`config.mk`:
```
export PLATFORM = sky130hd
export DESIGN_NAME = dfr_framer
export DESIGN_NICKNAME = d
export VERILOG_FILES = /design/src/verilog/dfr_pkg.sv /design/src/verilog/dfr_crc.sv /design/src/verilog/dfr_framer.sv
export SDC_FILE = /design/constraint.sdc
export NUM_CORES = 2
export LEC_CHECK = 0
export BUFFER_PORTS_ARGS = -buffer_cell sky130_fd_sc_hd__buf_2
export CORE_UTILIZATION = 61
export CTS_CLUSTER_SIZE = 14
export DETAILED_ROUTE_END_ITERATION = 7
export PLACE_DENSITY = 0.8
export SYNTH_ARGS = -nofsm -noshare
export SYNTH_HDL_FRONTEND = slang
export SYNTH_SLANG_ARGS = --single-unit
export TNS_END_PERCENT = 50
```
`constraint.sdc`:
```
create_clock -name core_clk -period 4.4 [get_ports core_clk]
set_input_delay 0.66 -clock core_clk [delete_from_list [all_inputs] [get_ports core_clk]]
set_output_delay 0.66 -clock core_clk [all_outputs]
set_load 0.05 [all_outputs]
```
`src/verilog/dfr_pkg.sv`:
```
// Constants and carrier types for the deferral and event packet framer.
// Assumes one 20 MHz core clock shared by every user of this package.
package dfr_pkg;

    // Clock and millisecond tick
    localparam int unsigned CLK_HZ        = 20_000_000;
    localparam int unsigned MS_PER_S      = 1000;
    localparam int unsigned MS_TIME       = 1;
    localparam int unsigned MS_CYCLES_DEF = CLK_HZ / MS_PER_S * MS_TIME;

    // Command identifiers, acknowledge codes are odd
    localparam logic [15:0] CMD_PENDING_ACK = 16'h0805;
    localparam logic [15:0] CMD_EVENT       = 16'h0c00;

    // Packet layout in bytes
    localparam int unsigned HDR_BYTES      = 6;
    localparam logic [15:0] DEF_PAY_BYTES  = 16'h0004;
    localparam int unsigned DEF_RSV_OFS    = 0;
    localparam int unsigned DEF_TMO_OFS    = 2;
    localparam logic [15:0] DEF_RSV_VALUE  = 16'h0000;
    localparam logic [15:0] EV_FIXED_BYTES = 16'h000c;
    localparam int unsigned EV_LEN_OFS     = 0;
    localparam int unsigned EV_SRC_OFS     = 2;
    localparam int unsigned EV_TS_OFS      = 4;
    localparam int unsigned EV_DATA_OFS    = 12;
    localparam int unsigned EV_DATA_MAX    = 8;
    localparam int unsigned POSTFIX_BYTES  = 2;
    localparam logic [15:0] CRC_INIT       = 16'hffff;
    localparam logic [15:0] CRC_POLY       = 16'h1021;

    // Generic boot register space
    localparam int unsigned BOOT_ADDR_BITS = 16;
    localparam int unsigned STR_BYTES      = 64;
    localparam logic [15:0] REG_MFR_NAME   = 16'h0004;
    localparam logic [15:0] REG_MODEL_NAME = 16'h0044;
    localparam logic [15:0] REG_CAP        = 16'h01c4;
    localparam logic [15:0] REG_MAX_RESP   = 16'h01cc;
    localparam logic [15:0] REG_MANIFEST   = 16'h01d0;
    localparam logic [15:0] REG_TECH_BOOT  = 16'h01d8;
    localparam int unsigned CAP_PACKED_BIT = 0;
    localparam int unsigned CAP_ENC_LSB    = 4;
    localparam logic [3:0]  CAP_ENC_ASCII  = 4'h0;

    typedef struct packed {
        logic [8*EV_DATA_MAX-1:0] data;
        logic [3:0]               data_len;
        logic [63:0]              stamp;
        logic [15:0]              source;
    } dfr_event_type;

    typedef struct packed {
        logic       valid;
        logic       last;
        logic [7:0] data;
    } dfr_byte_type;

    typedef struct packed {
        logic       valid;
        logic       err;
        logic [7:0] data;
    } dfr_rd_type;

    typedef enum logic {KIND_DEF, KIND_EVT} dfr_kind_type;

    typedef enum {ST_IDLE, ST_COLLECT, ST_HDR, ST_PAY, ST_POST} dfr_state_type;

endpackage
```
`src/verilog/dfr_crc.sv`:
```
// CRC-16 over the bytes of one packet, MSB first.
// Assumes clear and feed never arrive in the same cycle.
`timescale 1ns/100ps
module dfr_crc
    import dfr_pkg::*;
(
    input  wire logic        core_clk,
    input  wire logic        rst_b,
    input  wire logic        ce,
    input  wire logic        clr,
    input  wire logic        feed,
    input  wire logic [7:0]  data_in,
    output logic      [15:0] crc_q
);

    logic [15:0] crc_d;

    function automatic logic [15:0] crc_step(input logic [15:0] c, input logic [7:0] b);
        logic [15:0] r;
        r = c ^ {b, 8'h00};
        for (int i = 0; i < 8; i++) begin
            r = r[15] ? ((r << 1) ^ CRC_POLY) : (r << 1);
        end
        return r;
    endfunction

    always_comb begin
        crc_d = crc_q;
        if (clr) begin
            crc_d = CRC_INIT;
        end else if (feed) begin
            crc_d = crc_step(crc_q, data_in);
        end
    end

    always_ff @(posedge core_clk) begin
        if (!rst_b) begin
            crc_q <= CRC_INIT;
        end else if (ce) begin
            crc_q <= crc_d;
        end
    end

endmodule

```
`src/verilog/dfr_framer.sv`:
```
// Deferral reply and event packet framer with a small boot register read port.
// Assumes the byte sink, command tracker and event source share core_clk.
`timescale 1ns/100ps
module dfr_framer
    import dfr_pkg::*;
#(
    parameter int unsigned              PACK_DEPTH     = 4,
    parameter int unsigned              MS_CYCLES      = MS_CYCLES_DEF,
    parameter logic [15:0]              GUARD_MS       = 16'h0001,
    parameter logic                     PACKED_SUPPORT = 1'b1,
    parameter logic [3:0]               STR_ENC        = CAP_ENC_ASCII,
    parameter logic [8*STR_BYTES-1:0]   MFR_STR        = '0,
    parameter logic [6:0]               MFR_LEN        = 7'h00,
    parameter logic [8*STR_BYTES-1:0]   MODEL_STR      = '0,
    parameter logic [6:0]               MODEL_LEN      = 7'h00,
    parameter logic [63:0]              MANIFEST_PTR   = 64'h0000_0000_0001_0000,
    parameter logic [63:0]              TECH_BOOT_PTR  = 64'h0000_0000_0002_0000
)(
    input  wire logic          core_clk,
    input  wire logic          rst_b,
    input  wire logic          ce,
    input  wire logic          ev_valid,
    input  wire dfr_event_type ev,
    output logic               ev_ready_q,
    output dfr_byte_type       tx_q,
    input  wire logic          tx_ready,
    input  wire logic          cfg_packed_en,
    input  wire logic          postfix_en,
    input  wire logic          cmd_start,
    input  wire logic [15:0]   cmd_tag,
    input  wire logic          cmd_done,
    input  wire logic          pend_req,
    input  wire logic [15:0]   pend_timeout_ms,
    input  wire logic [15:0]   max_resp_ms,
    input  wire logic          rd_req,
    input  wire logic [31:0]   rd_addr,
    output dfr_rd_type         rd_q
);

    localparam int unsigned IDX_W = (PACK_DEPTH > 1) ? $clog2(PACK_DEPTH) : 1;
    localparam int unsigned CNT_W = $clog2(PACK_DEPTH + 1);
    localparam int unsigned MS_W  = $clog2(MS_CYCLES + 1);

    dfr_state_type st_q, st_d;
    dfr_kind_type  kind_q, kind_d;
    dfr_event_type mem_q [PACK_DEPTH];
    dfr_event_type mem_d [PACK_DEPTH];
    dfr_byte_type  tx_d;
    dfr_rd_type    rd_d;
    logic [2:0]       pos_q, pos_d;
    logic [IDX_W-1:0] ev_idx_q, ev_idx_d;
    logic [4:0]       ev_pos_q, ev_pos_d;
    logic [CNT_W-1:0] cnt_q, cnt_d;
    logic [15:0]      plen_q, plen_d, ev_tag_q, ev_tag_d, cur_len;
    logic             packed_q, packed_d, post_q, post_d, ev_ready_d;
    logic             take, adv, def_go, crc_clr, crc_feed, packed_on, pay_end;
    logic [15:0]      crc_q;
    logic [47:0]      hdr;
    logic [31:0]      def_pay;
    logic [MS_W-1:0]  ms_q, ms_d;
    logic [15:0]      el_q, el_d, lim_q, lim_d, tag_q, tag_d;
    logic             act_q, act_d, pend_q, pend_d, overdue;

    function automatic logic [15:0] ev_len(input dfr_event_type e);
        return EV_FIXED_BYTES + 16'(e.data_len);
    endfunction

    function automatic logic [7:0] ev_byte(input dfr_event_type e, input logic pk, input logic [4:0] i);
        logic [8*(EV_DATA_OFS+EV_DATA_MAX)-1:0] v;
        v = {e.data, e.stamp, e.source, (pk ? ev_len(e) : 16'h0000)};
        return v[8*i +: 8];
    endfunction

    function automatic logic in_rng(input logic [15:0] a, input logic [15:0] base, input logic [15:0] n);
        return (a >= base) && (a < base + n);
    endfunction

    function automatic logic [7:0] str_byte(input logic [8*STR_BYTES-1:0] s, input logic [6:0] n,
                                            input logic [5:0] i);
        return ({1'b0, i} < n) ? s[8*i +: 8] : 8'h00;
    endfunction

    function automatic logic [7:0] reg_byte(input logic [15:0] a);
        logic [63:0] cap;
        logic [31:0] mr;
        cap = '0;
        mr  = {16'h0000, max_resp_ms};
        cap[CAP_PACKED_BIT] = PACKED_SUPPORT;
        cap[CAP_ENC_LSB +: 4] = STR_ENC;
        if (in_rng(a, REG_MFR_NAME, 16'(STR_BYTES))) begin
            return str_byte(MFR_STR, MFR_LEN, 6'(a - REG_MFR_NAME));
        end else if (in_rng(a, REG_MODEL_NAME, 16'(STR_BYTES))) begin
            return str_byte(MODEL_STR, MODEL_LEN, 6'(a - REG_MODEL_NAME));
        end else if (in_rng(a, REG_CAP, 16'h0008)) begin
            return cap[8*(3'(a - REG_CAP)) +: 8];
        end else if (in_rng(a, REG_MAX_RESP, 16'h0004)) begin
            return mr[8*(2'(a - REG_MAX_RESP)) +: 8];
        end else if (in_rng(a, REG_MANIFEST, 16'h0008)) begin
            return MANIFEST_PTR[8*(3'(a - REG_MANIFEST)) +: 8];
        end else if (in_rng(a, REG_TECH_BOOT, 16'h0008)) begin
            return TECH_BOOT_PTR[8*(3'(a - REG_TECH_BOOT)) +: 8];
        end
        return 8'h00;
    endfunction

    // Framer
    always_comb begin
        st_d     = st_q;
        kind_d   = kind_q;
        mem_d    = mem_q;
        pos_d    = pos_q;
        ev_idx_d = ev_idx_q;
        ev_pos_d = ev_pos_q;
        cnt_d    = cnt_q;
        plen_d   = plen_q;
        ev_tag_d = ev_tag_q;
        packed_d = packed_q;
        post_d   = post_q;
        tx_d     = tx_q;
        def_go   = 1'b0;
        crc_clr  = 1'b0;
        crc_feed = 1'b0;
        pay_end  = 1'b0;
        packed_on = PACKED_SUPPORT && cfg_packed_en;
        take     = ev_valid && ev_ready_q;
        adv      = !tx_q.valid || tx_ready;
        cur_len  = ev_len(mem_q[ev_idx_q]);
        hdr      = {(kind_q == KIND_DEF) ? tag_q : ev_tag_q, plen_q,
                    (kind_q == KIND_DEF) ? CMD_PENDING_ACK : CMD_EVENT};
        def_pay  = {lim_q, DEF_RSV_VALUE};
        if (tx_q.valid && tx_ready) begin
            tx_d.valid = 1'b0;
        end
        case (st_q)
            ST_IDLE: begin
                if (take) begin
                    mem_d[0] = ev;
                    cnt_d    = CNT_W'(1);
                    plen_d   = ev_len(ev);
                    kind_d   = KIND_EVT;
                    packed_d = packed_on;
                    post_d   = postfix_en;
                    crc_clr  = 1'b1;
                    pos_d    = '0;
                    ev_idx_d = '0;
                    ev_pos_d = '0;
                    st_d     = packed_on ? ST_COLLECT : ST_HDR;
                end else if (pend_q) begin
                    kind_d  = KIND_DEF;
                    plen_d  = DEF_PAY_BYTES;
                    post_d  = postfix_en;
                    crc_clr = 1'b1;
                    pos_d   = '0;
                    def_go  = 1'b1;
                    st_d    = ST_HDR;
                end
            end
            ST_COLLECT: begin
                // Packing ends at the first idle cycle, so latency stays one beat
                if (take) begin
                    mem_d[IDX_W'(cnt_q)] = ev;
                    cnt_d  = cnt_q + CNT_W'(1);
                    plen_d = plen_q + ev_len(ev);
                    if (cnt_d == CNT_W'(PACK_DEPTH)) begin
                        st_d = ST_HDR;
                    end
                end else begin
                    st_d = ST_HDR;
                end
            end
            ST_HDR: begin
                if (adv) begin
                    tx_d     = '{valid: 1'b1, last: 1'b0, data: hdr[8*pos_q +: 8]};
                    crc_feed = 1'b1;
                    pos_d    = pos_q + 3'h1;
                    if (pos_q == 3'(HDR_BYTES - 1)) begin
                        pos_d = '0;
                        st_d  = ST_PAY;
                        if (kind_q == KIND_EVT) begin
                            ev_tag_d = ev_tag_q + 16'h0001;
                        end
                    end
                end
            end
            ST_PAY: begin
                if (adv) begin
                    crc_feed = 1'b1;
                    if (kind_q == KIND_DEF) begin
                        tx_d  = '{valid: 1'b1, last: 1'b0, data: def_pay[8*pos_q +: 8]};
                        pos_d = pos_q + 3'h1;
                        pay_end = (pos_q == 3'(DEF_PAY_BYTES - 16'h0001));
                    end else begin
                        tx_d = '{valid: 1'b1, last: 1'b0, data: ev_byte(mem_q[ev_idx_q], packed_q, ev_pos_q)};
                        ev_pos_d = ev_pos_q + 5'h01;
                        if (ev_pos_q == 5'(cur_len - 16'h0001)) begin
                            ev_pos_d = '0;
                            ev_idx_d = ev_idx_q + IDX_W'(1);
                            pay_end  = (CNT_W'(ev_idx_q) + CNT_W'(1)) == cnt_q;
                        end
                    end
                    if (pay_end) begin
                        pos_d     = '0;
                        tx_d.last = !post_q;
                        st_d      = post_q ? ST_POST : ST_IDLE;
                    end
                end
            end
            ST_POST: begin
                if (adv) begin
                    tx_d  = '{valid: 1'b1, last: 1'b0, data: crc_q[8*pos_q +: 8]};
                    pos_d = pos_q + 3'h1;
                    if (pos_q == 3'(POSTFIX_BYTES - 1)) begin
                        tx_d.last = 1'b1;
                        st_d      = ST_IDLE;
                    end
                end
            end
            default: st_d = ST_IDLE;
        endcase
        // A waiting deferral blocks new events in ST_IDLE so it cannot be starved; ST_COLLECT still takes them up to PACK_DEPTH
        ev_ready_d = ((st_d == ST_IDLE) && !pend_q && !def_go) ||
                     ((st_d == ST_COLLECT) && (cnt_d != CNT_W'(PACK_DEPTH)));
    end

    always_ff @(posedge core_clk) begin
        if (!rst_b) begin
            st_q       <= ST_IDLE;
            kind_q     <= KIND_DEF;
            pos_q      <= '0;
            ev_idx_q   <= '0;
            ev_pos_q   <= '0;
            cnt_q      <= '0;
            plen_q     <= '0;
            ev_tag_q   <= '0;
            packed_q   <= 1'b0;
            post_q     <= 1'b0;
            tx_q       <= '0;
            ev_ready_q <= 1'b0;
            for (int i = 0; i < PACK_DEPTH; i++) begin
                mem_q[i] <= '0;
            end
        end else if (ce) begin
            st_q       <= st_d;
            kind_q     <= kind_d;
            pos_q      <= pos_d;
            ev_idx_q   <= ev_idx_d;
            ev_pos_q   <= ev_pos_d;
            cnt_q      <= cnt_d;
            plen_q     <= plen_d;
            ev_tag_q   <= ev_tag_d;
            packed_q   <= packed_d;
            post_q     <= post_d;
            tx_q       <= tx_d;
            ev_ready_q <= ev_ready_d;
            mem_q      <= mem_d;
        end
    end

    // Deferral timer, one outstanding command
    always_comb begin
        ms_d    = ms_q;
        el_d    = el_q;
        lim_d   = lim_q;
        act_d   = act_q;
        tag_d   = tag_q;
        pend_d  = pend_q;
        overdue = act_q && ({1'b0, el_q} + {1'b0, GUARD_MS} >= {1'b0, lim_q});
        if (act_q) begin
            if (ms_q == MS_W'(MS_CYCLES - 1)) begin
                ms_d = '0;
                el_d = (el_q == 16'hffff) ? el_q : el_q + 16'h0001;
            end else begin
                ms_d = ms_q + MS_W'(1);
            end
        end
        if (def_go) begin
            // Host restarts its wait when the reply leaves; the local count restarts as the reply is started, before its first byte
            el_d   = '0;
            ms_d   = '0;
            lim_d  = pend_timeout_ms;
            pend_d = pend_req && act_q;
        end else if (overdue || (pend_req && act_q)) begin
            pend_d = 1'b1;
        end
        if (cmd_done) begin
            act_d  = 1'b0;
            pend_d = 1'b0;
        end
        if (cmd_start) begin
            act_d  = 1'b1;
            tag_d  = cmd_tag;
            el_d   = '0;
            ms_d   = '0;
            lim_d  = max_resp_ms;
            pend_d = 1'b0;
        end
    end

    always_ff @(posedge core_clk) begin
        if (!rst_b) begin
            ms_q   <= '0;
            el_q   <= '0;
            lim_q  <= '0;
            act_q  <= 1'b0;
            tag_q  <= '0;
            pend_q <= 1'b0;
        end else if (ce) begin
            ms_q   <= ms_d;
            el_q   <= el_d;
            lim_q  <= lim_d;
            act_q  <= act_d;
            tag_q  <= tag_d;
            pend_q <= pend_d;
        end
    end

    // Boot register read port, one byte per request
    always_comb begin
        rd_d.valid = rd_req;
        rd_d.err   = rd_req && (rd_addr[31:BOOT_ADDR_BITS] != '0);
        rd_d.data  = (rd_req && !rd_d.err) ? reg_byte(rd_addr[BOOT_ADDR_BITS-1:0]) : 8'h00;
    end

    always_ff @(posedge core_clk) begin
        if (!rst_b) begin
            rd_q <= '0;
        end else if (ce) begin
            rd_q <= rd_d;
        end
    end

    dfr_crc u_crc (
        .core_clk (core_clk),
        .rst_b    (rst_b),
        .ce       (ce),
        .clr      (crc_clr),
        .feed     (crc_feed && ce),
        .data_in  (tx_d.data),
        .crc_q    (crc_q)
    );
endmodule

```
After elaboration in Yosys (flattened, before gate mapping)
Index checks and enable logic that the tools add are counted.

word-level totals
  register bits = 774
  input port bits = 239

operators by class
  bitwise gates (word level) = 11
  magnitude comparators = 16
  reductions and logical operators = 57
  shift-type cells = 8
  muxes and demuxes = 115
  add/sub/neg operators = 17
  equal/unequal tests = 24

operators by type and width
  cell                                                                           number
  592-bit bitwise mux                                                            1
  148-bit two-way mux                                                            4
  592-bit two-way mux                                                            1
  32-bit two-way mux                                                             10
  148-bit binary-select mux with 2-bit select                                    1
  148-bit demux with 2-bit select                                                1
  148-bit case mux with 2 select lines                                           1
  16-bit two-way mux                                                             13
  64-bit by 7-bit variable part select with 8-bit output, first input constant   3
  32-bit case mux with 5 select lines                                            1
  160-bit by 9-bit variable part select with 8-bit output                        1
  13-bit two-way mux                                                             8
  32-bit by 2-bit equality test with 1-bit output, second input constant         3
  8-bit two-way mux                                                              9
  16-bit by 9-bit >= comparator with 1-bit output, second input constant         4
  32-bit zero test                                                               2
  16-bit by 9-bit less-than comparator with 1-bit output, second input constant  4
  15-bit two-way mux                                                             4
  48-bit by 7-bit variable part select with 8-bit output                         1
  3-bit two-way mux                                                              11
  16-bit by 1-bit adder with 16-bit output, second input constant                2
  32-bit by 1-bit equality test with 1-bit output, second input constant         1
  32-bit by 3-bit equality test with 1-bit output, second input constant         1
  16-bit case mux with 2 select lines                                            1
  other kinds (58)                                                               160

Depth between registers and ports, before layout
  depth in word-level cells = 33
  gate-level depth with buffers = 19
  mapped depth without buffers = 15

Hierarchy
From an unflattened synthesis, not the netlist that was laid out.

second synthesis, totals
  cells, all modules = 4113
  area total of the unflattened synthesis = 36698.9 um^2

by module, submodules not included
  module      cells each  times used  area an instance (um^2)  seq. area each (um^2)
  dfr_framer  4033        1           35929.5                  15174.6
  dfr_crc     80          1           769.5                    320.3

Least setup slack after synthesis
Ideal clock, no wire load.

  kind = register -> register
  start point = reg ev_idx_q[0]
  end point = reg pos_q[0]
  stages on the path, launching flop included = 20
  setup time = 0.076 ns
  required time = 4.324 ns
  arrival time = 3.618 ns
  setup slack = 0.706 ns
  clock period less this slack = 3.694 ns
  cells stage by stage = dfxtp_1 > buf_6 > buf_6 > buf_6 > buf_4 > buf_6 > buf_4 > mux4_2 > inv_1 > ha_1 > inv_1 > o21ai_0 > xnor2_1 > nor4_2 > a22oi_1 > and2_1 > nand2_1 > o2111ai_2 > or3_1 > a21boi_0

between the ends
  longest elaborated chain between the ends = 14

RTL lines
  what                                                    line               text
  from (decl)                                             dfr_framer.sv:51   logic [IDX_W-1:0] ev_idx_q, ev_idx_d;
  from (signal assigned)                                  dfr_framer.sv:246  ev_idx_q <= ev_idx_d;
  2-bit inverter with 3-bit output (not written as such)  dfr_framer.sv:127  cur_len = ev_len(mem_q[ev_idx_q]);
  148-bit binary-select mux with 2-bit select             dfr_framer.sv:127
  148-bit two-way mux (2 in a row)                        -
  4-bit by 4-bit adder with 5-bit output                  -
  5-bit by 1-bit subtractor with 5-bit output             dfr_framer.sv:195  if (ev_pos_q == 5'(cur_len - 16'h0001)) begin
  5-bit equality test                                     dfr_framer.sv:195
  1-bit two-way mux (*)                                   dfr_framer.sv:195
  1-bit two-way mux (*)                                   dfr_framer.sv:188  if (kind_q == KIND_DEF) begin
  1-bit two-way mux (*)                                   dfr_framer.sv:186  if (adv) begin
  1-bit two-way mux (*)                                   dfr_framer.sv:134  case (st_q)
  3-bit two-way mux                                       dfr_framer.sv:201  if (pay_end) begin
  3-bit two-way mux                                       dfr_framer.sv:186
  3-bit case mux with 4 select lines                      dfr_framer.sv:134
  to (signal assigned)                                    dfr_framer.sv:245  pos_q <= pos_d;
  to (decl)                                               dfr_framer.sv:50   logic [2:0] pos_q, pos_d;

Every way passes the cells marked *; elsewhere a longest branch is shown, timed or not. The select of a mux whose other input is x is not followed.
A chain may end at the register's enable or synchronous reset.

Final worst setup path
  start point = reg ev_idx_q[1]
  end point = reg u_crc.crc_q[13]

between the ends
  longest elaborated chain between the ends = 18

RTL lines
  what                                                         line               text
  2-bit inverter with 3-bit output (not written as such) (*)   dfr_framer.sv:193  tx_d = '{valid: 1'b1, last: 1'b0, data: ev_byte(mem_q[ev_idx_q], packed_q, ev_pos_q)};
  148-bit binary-select mux with 2-bit select (*)              dfr_framer.sv:193
  148-bit two-way mux (not written as such) (*) (2 in a row)   dfr_framer.sv:193
  4-bit by 4-bit adder with 5-bit output                       dfr_framer.sv:65   return EV_FIXED_BYTES + 16'(e.data_len);
  5-bit two-way mux                                            dfr_framer.sv:70   v = {e.data, e.stamp, e.source, (pk ? ev_len(e) : 16'h0000)};
  160-bit by 9-bit variable part select with 8-bit output (*)  dfr_framer.sv:71   return v[8*i +: 8];
  8-bit two-way mux (*)                                        dfr_framer.sv:188
  10-bit two-way mux (*)                                       dfr_framer.sv:186
  10-bit case mux with 3 select lines (*)                      dfr_framer.sv:134
  16-bit XOR (*)                                               dfr_crc.sv:20      r = c ^ {b, 8'h00};
  13-bit two-way mux (2 in a row)                              dfr_crc.sv:22      r = r[15] ? ((r << 1) ^ CRC_POLY) : (r << 1);
  3-bit inverter (no line)                                     -
  13-bit two-way mux (*) (2 in a row)                          dfr_crc.sv:22
  16-bit two-way mux (*)                                       dfr_crc.sv:31      end else if (feed) begin
  16-bit two-way mux (*)                                       dfr_crc.sv:29      if (clr) begin
  to (signal assigned)                                         dfr_crc.sv:40      crc_q <= crc_d;
  to (decl)                                                    dfr_crc.sv:13      output logic [15:0] crc_q

Marked as above.

==> results.md <==
- Outcome: finished, final reports clean
- Switch share: 23.6%
- Num CTS Buffers: 78
- Via/cell ratio: 6.18
- Synth Net Count: 4,618
- Critical path endpoint category: flop
- R2R setup slack: 280 ps
- Final nets: 4,690
- Critical path class: reg2reg
- Crit Path Max Fanout: 28
- Avg Synthesized Cell Area: 8.61 sq um
- Static Leak: 14.4 nW
- Largest family of logic cells by synthesized area: simple AND/OR/NAND/NOR gates
- Post-CTS setup buffers: 0
- 1st-iter DRT viols: 3,287
- DRC: 0
- Final HPWL DP: 72,700 um
- Switch Pwr: 0.00358 W
- Max-cap violations: 0
- Post-layout min period: 4120 ps
- Post-route ant nets: 0
- Setup TNS: 0 ps
- Number of synthesized flops with an enable pin: 0
- Post-synthesis mux area share: 10.9%
- Post-route design area: 41,800 sq um
- Die Height: 249 um
- Compound-Gate Fraction of Synth Area: 18.4%
- I/O Buffers: 259
- Post-CTS sizing: 0
- Fmax: 243 MHz
- Fill count: 4,698
- Overflow left after global routing: 0
- # placed instances: 5,111
- First-pass GRT wire length: 174,000 um
- Part of the power in registers: 47.2%
- Setup Skew: 25.8 ps
- Main synth FF type: dfxtp_1
- # setup viols final: 0
- Total track usage: 35.1%
- Asr flop ratio synth: 0%
- Synthesized instance count: 4,337
- Synthesized-area fraction occupied by xor and xnor cells: 2.33%
- Worst Tran Pin Value: 1250 ps
- P&R area growth vs syn: 11.8%
- Comb power frac: 6.7%
- Largest net degree at the start of global routing: 290
- Pwr/cell area: 363 nW/um^2
- I/O Pins: 260
- Number of hold buffers added after cts: 0
- Drt total wl: 112,000 um
- Commonest cells after routing, fill and taps aside: nand2_1, dfxtp_1, a21boi_0, buf_2, nand3_1
- Maximum VDD drop: 0.446 mV
- Yosys cell types: 89
- Simple-Gate Fraction of Synth Area: 21.0%
- Hold WC Path Type: in2reg
- Cell Area, Synth: 37,400 sq um
- Worst setup SP type: flop
- Row count: 90
- Yosys warns: 0
- RSZ-0062 raised after global routing: false
- CTS tree: yes
- H-Tree Depth: 3
- Sequential-to-total area share from yosys stat: 41.5%
- Clock buffer depth: 3
- CP Data Arrival Time: 4640 ps
- Via count: 32,516
- RePlAce Congestion: 0.962
- Clock power share: 46.1%
- Die width: 249 um
- Pint: 0.0116 W
- Via count of the first global-routing pass: 30,418
- Final std cells w/o fill: 5,261
- Fin crit share: 93.7%
- Adder-cell area share of the yosys netlist: 1.43%
- Yosys reg bits: 774
- DIE AREA: 62,200 sq um
- Clk root buf: clkbuf_16
- Avg WL per Cell: 21.3 um
- Commonest non-fill, non-tap cell in the layout: nand2_1
- Initial antenna violation count: 11
- First-pass DRT Iterations: 6
- Core Area: 60,500 sq um
- Slew margin rel.: 16.8%
- Required time of the critical path: 4920 ps
- Placement-stage cell area: 39,100 sq um
- Share of cells above drive strength 1: 13.8%
- Initial Utilization: 61.8%
- Worst skew pair latency: 650 ps
- Clock Sinks: 774
- Count of pins over their slew limit: 0
- Final Hold Viols: 0
- CTS clk-pin slew, worst paths: 60 ps
==> sequential cells by signal, indices dropped and copies added (netlist names), 2 cells and up <==
name,flops
ev_idx_q,2
mem_q,592
rd_q,10
lim_q,16
tx_q,10
ev_pos_q,5
plen_q,16
st_q,32
ev_tag_q,16
pos_q,3
u_crc.crc_q,16
ms_q,15
cnt_q,3
el_q,16
tag_q,16
==> cells in the mapped netlist, drive strengths merged (6+ instances only) <==
library cell,n,area (sq um)
nand2,1233,4630
dfxtp,774,15500
a21o,8,60.1
and3,20,125
or3,13,81.3
nor2,99,374
a21boi,623,4680
and4,6,52.6
mux2i,182,1820
nand4,21,138
clkbuf,234,878
nor3b,9,72.6
nor4,30,215
mux4,87,1960
ha,41,513
xor2,44,393
o22a,12,105
a22oi,31,233
buf,107,626
a211oi,13,103
a31oi,12,81.3
and2,60,375
nand3,203,1020
inv,43,161
nor3,43,220
o22ai,31,194
o21ai,58,290
a221oi,6,52.6
mux2,25,282
nand2b,14,87.6
nor2b,42,263
o21a,19,143
o221ai,10,93.8
a21oi,40,200
o211a,27,270
xnor2,46,433
nand3b,7,52.6
==> kinds of logic (layout without fill, tap and decap cells) <==
kind of cell | Yosys count | in the layout
XOR/XNOR | 92 | 92
adder cells (fa/ha/maj) | 42 | 42
flip-flops | 774 | 774
AND/OR/NAND/NOR | 1817 | 1817
other | 0 | 7
AO/OA/AOI/OAI | 932 | 932
buffers and inverters | 386 | 521
multiplexers | 294 | 294
==> worst paths after layout <==
path	startpoint	end	cells past startpoint
worst max-delay path	ev_idx_q[1]$_SDFFE_PN0P_	u_crc.crc_q[13]$_SDFFE_PN1P_	11
worst min-delay path	cmd_tag[5]	tag_q[5]$_SDFFE_PN0P_	3
worst max register to register	ev_idx_q[1]$_SDFFE_PN0P_	u_crc.crc_q[13]$_SDFFE_PN1P_	11
worst min register to register	mem_q[289]$_SDFFE_PN0P_	mem_q[289]$_SDFFE_PN0P_	2
==> final cells by class <==
cell class                 instances  area, sq um  area share [%]
timing repair buffer             333         2150            5.15
clock buffer                     114         2360            5.65
tap                              782          978            2.34
antenna                            7         17.5          0.0419
inverter                          45          169           0.404
multi-input combinational       3177        20300            48.5
clock inverter                    29          332           0.794
sequential                       774        15500            37.1
==> critical path: stages (launching register included) <==
cell	delay (ps)
dfxtp_2	890
nand2b_1	490
buf_4	280
a211oi_1	70
a2111oi_0	830
a31oi_1	240
nand4_1	240
a31oi_2	150
xnor2_2	300
xnor2_2	160
xor2_1	170
o22a_1	170
==> power by group through the flow <==
| stage | Clock (W) | Combinational (W) | Sequential, W |
|---|---|---|---|
| 6_report | 0.00699 | 0.00102 | 0.00715 |
| 4_1_cts | 0.00702 | 0.000995 | 0.00715 |
| 3_5_place_dp | 0 | 0.000989 | 0.00730 |
| 3_3_place_gp | 0 | 0.000980 | 0.00730 |
| 2_1_floorplan | 0 | 0.000590 | 0.00730 |
| 5_1_grt | 0.00729 | 0.00108 | 0.00715 |
==> stage by stage <==
step / worst slack, ps / utilization (%) / total power (W) / hold slack, ps
after global placement: 647 / 64.6 / 0.00828 / 438
after global routing: 259 / 69.1 / 0.0155 / 280
after detailed placement: 604 / 64.6 / 0.00829 / 443
after floorplan: 706 / - / 0.00789 / 430
final: 277 / 69.1 / 0.0152 / 278
after CTS: 534 / 69.1 / 0.0152 / 261
==> routing by layer <==
metal	share of wire, %	global-route usage [%]	up-vias
met4	4.8	16.0	2
met2	46	55.8	1559
li1	-	-	15054
met5	0.0071	0	-
met3	8.6	6.16	321
met1	41	46.7	15580
Power figures use the tool's default switching activity.
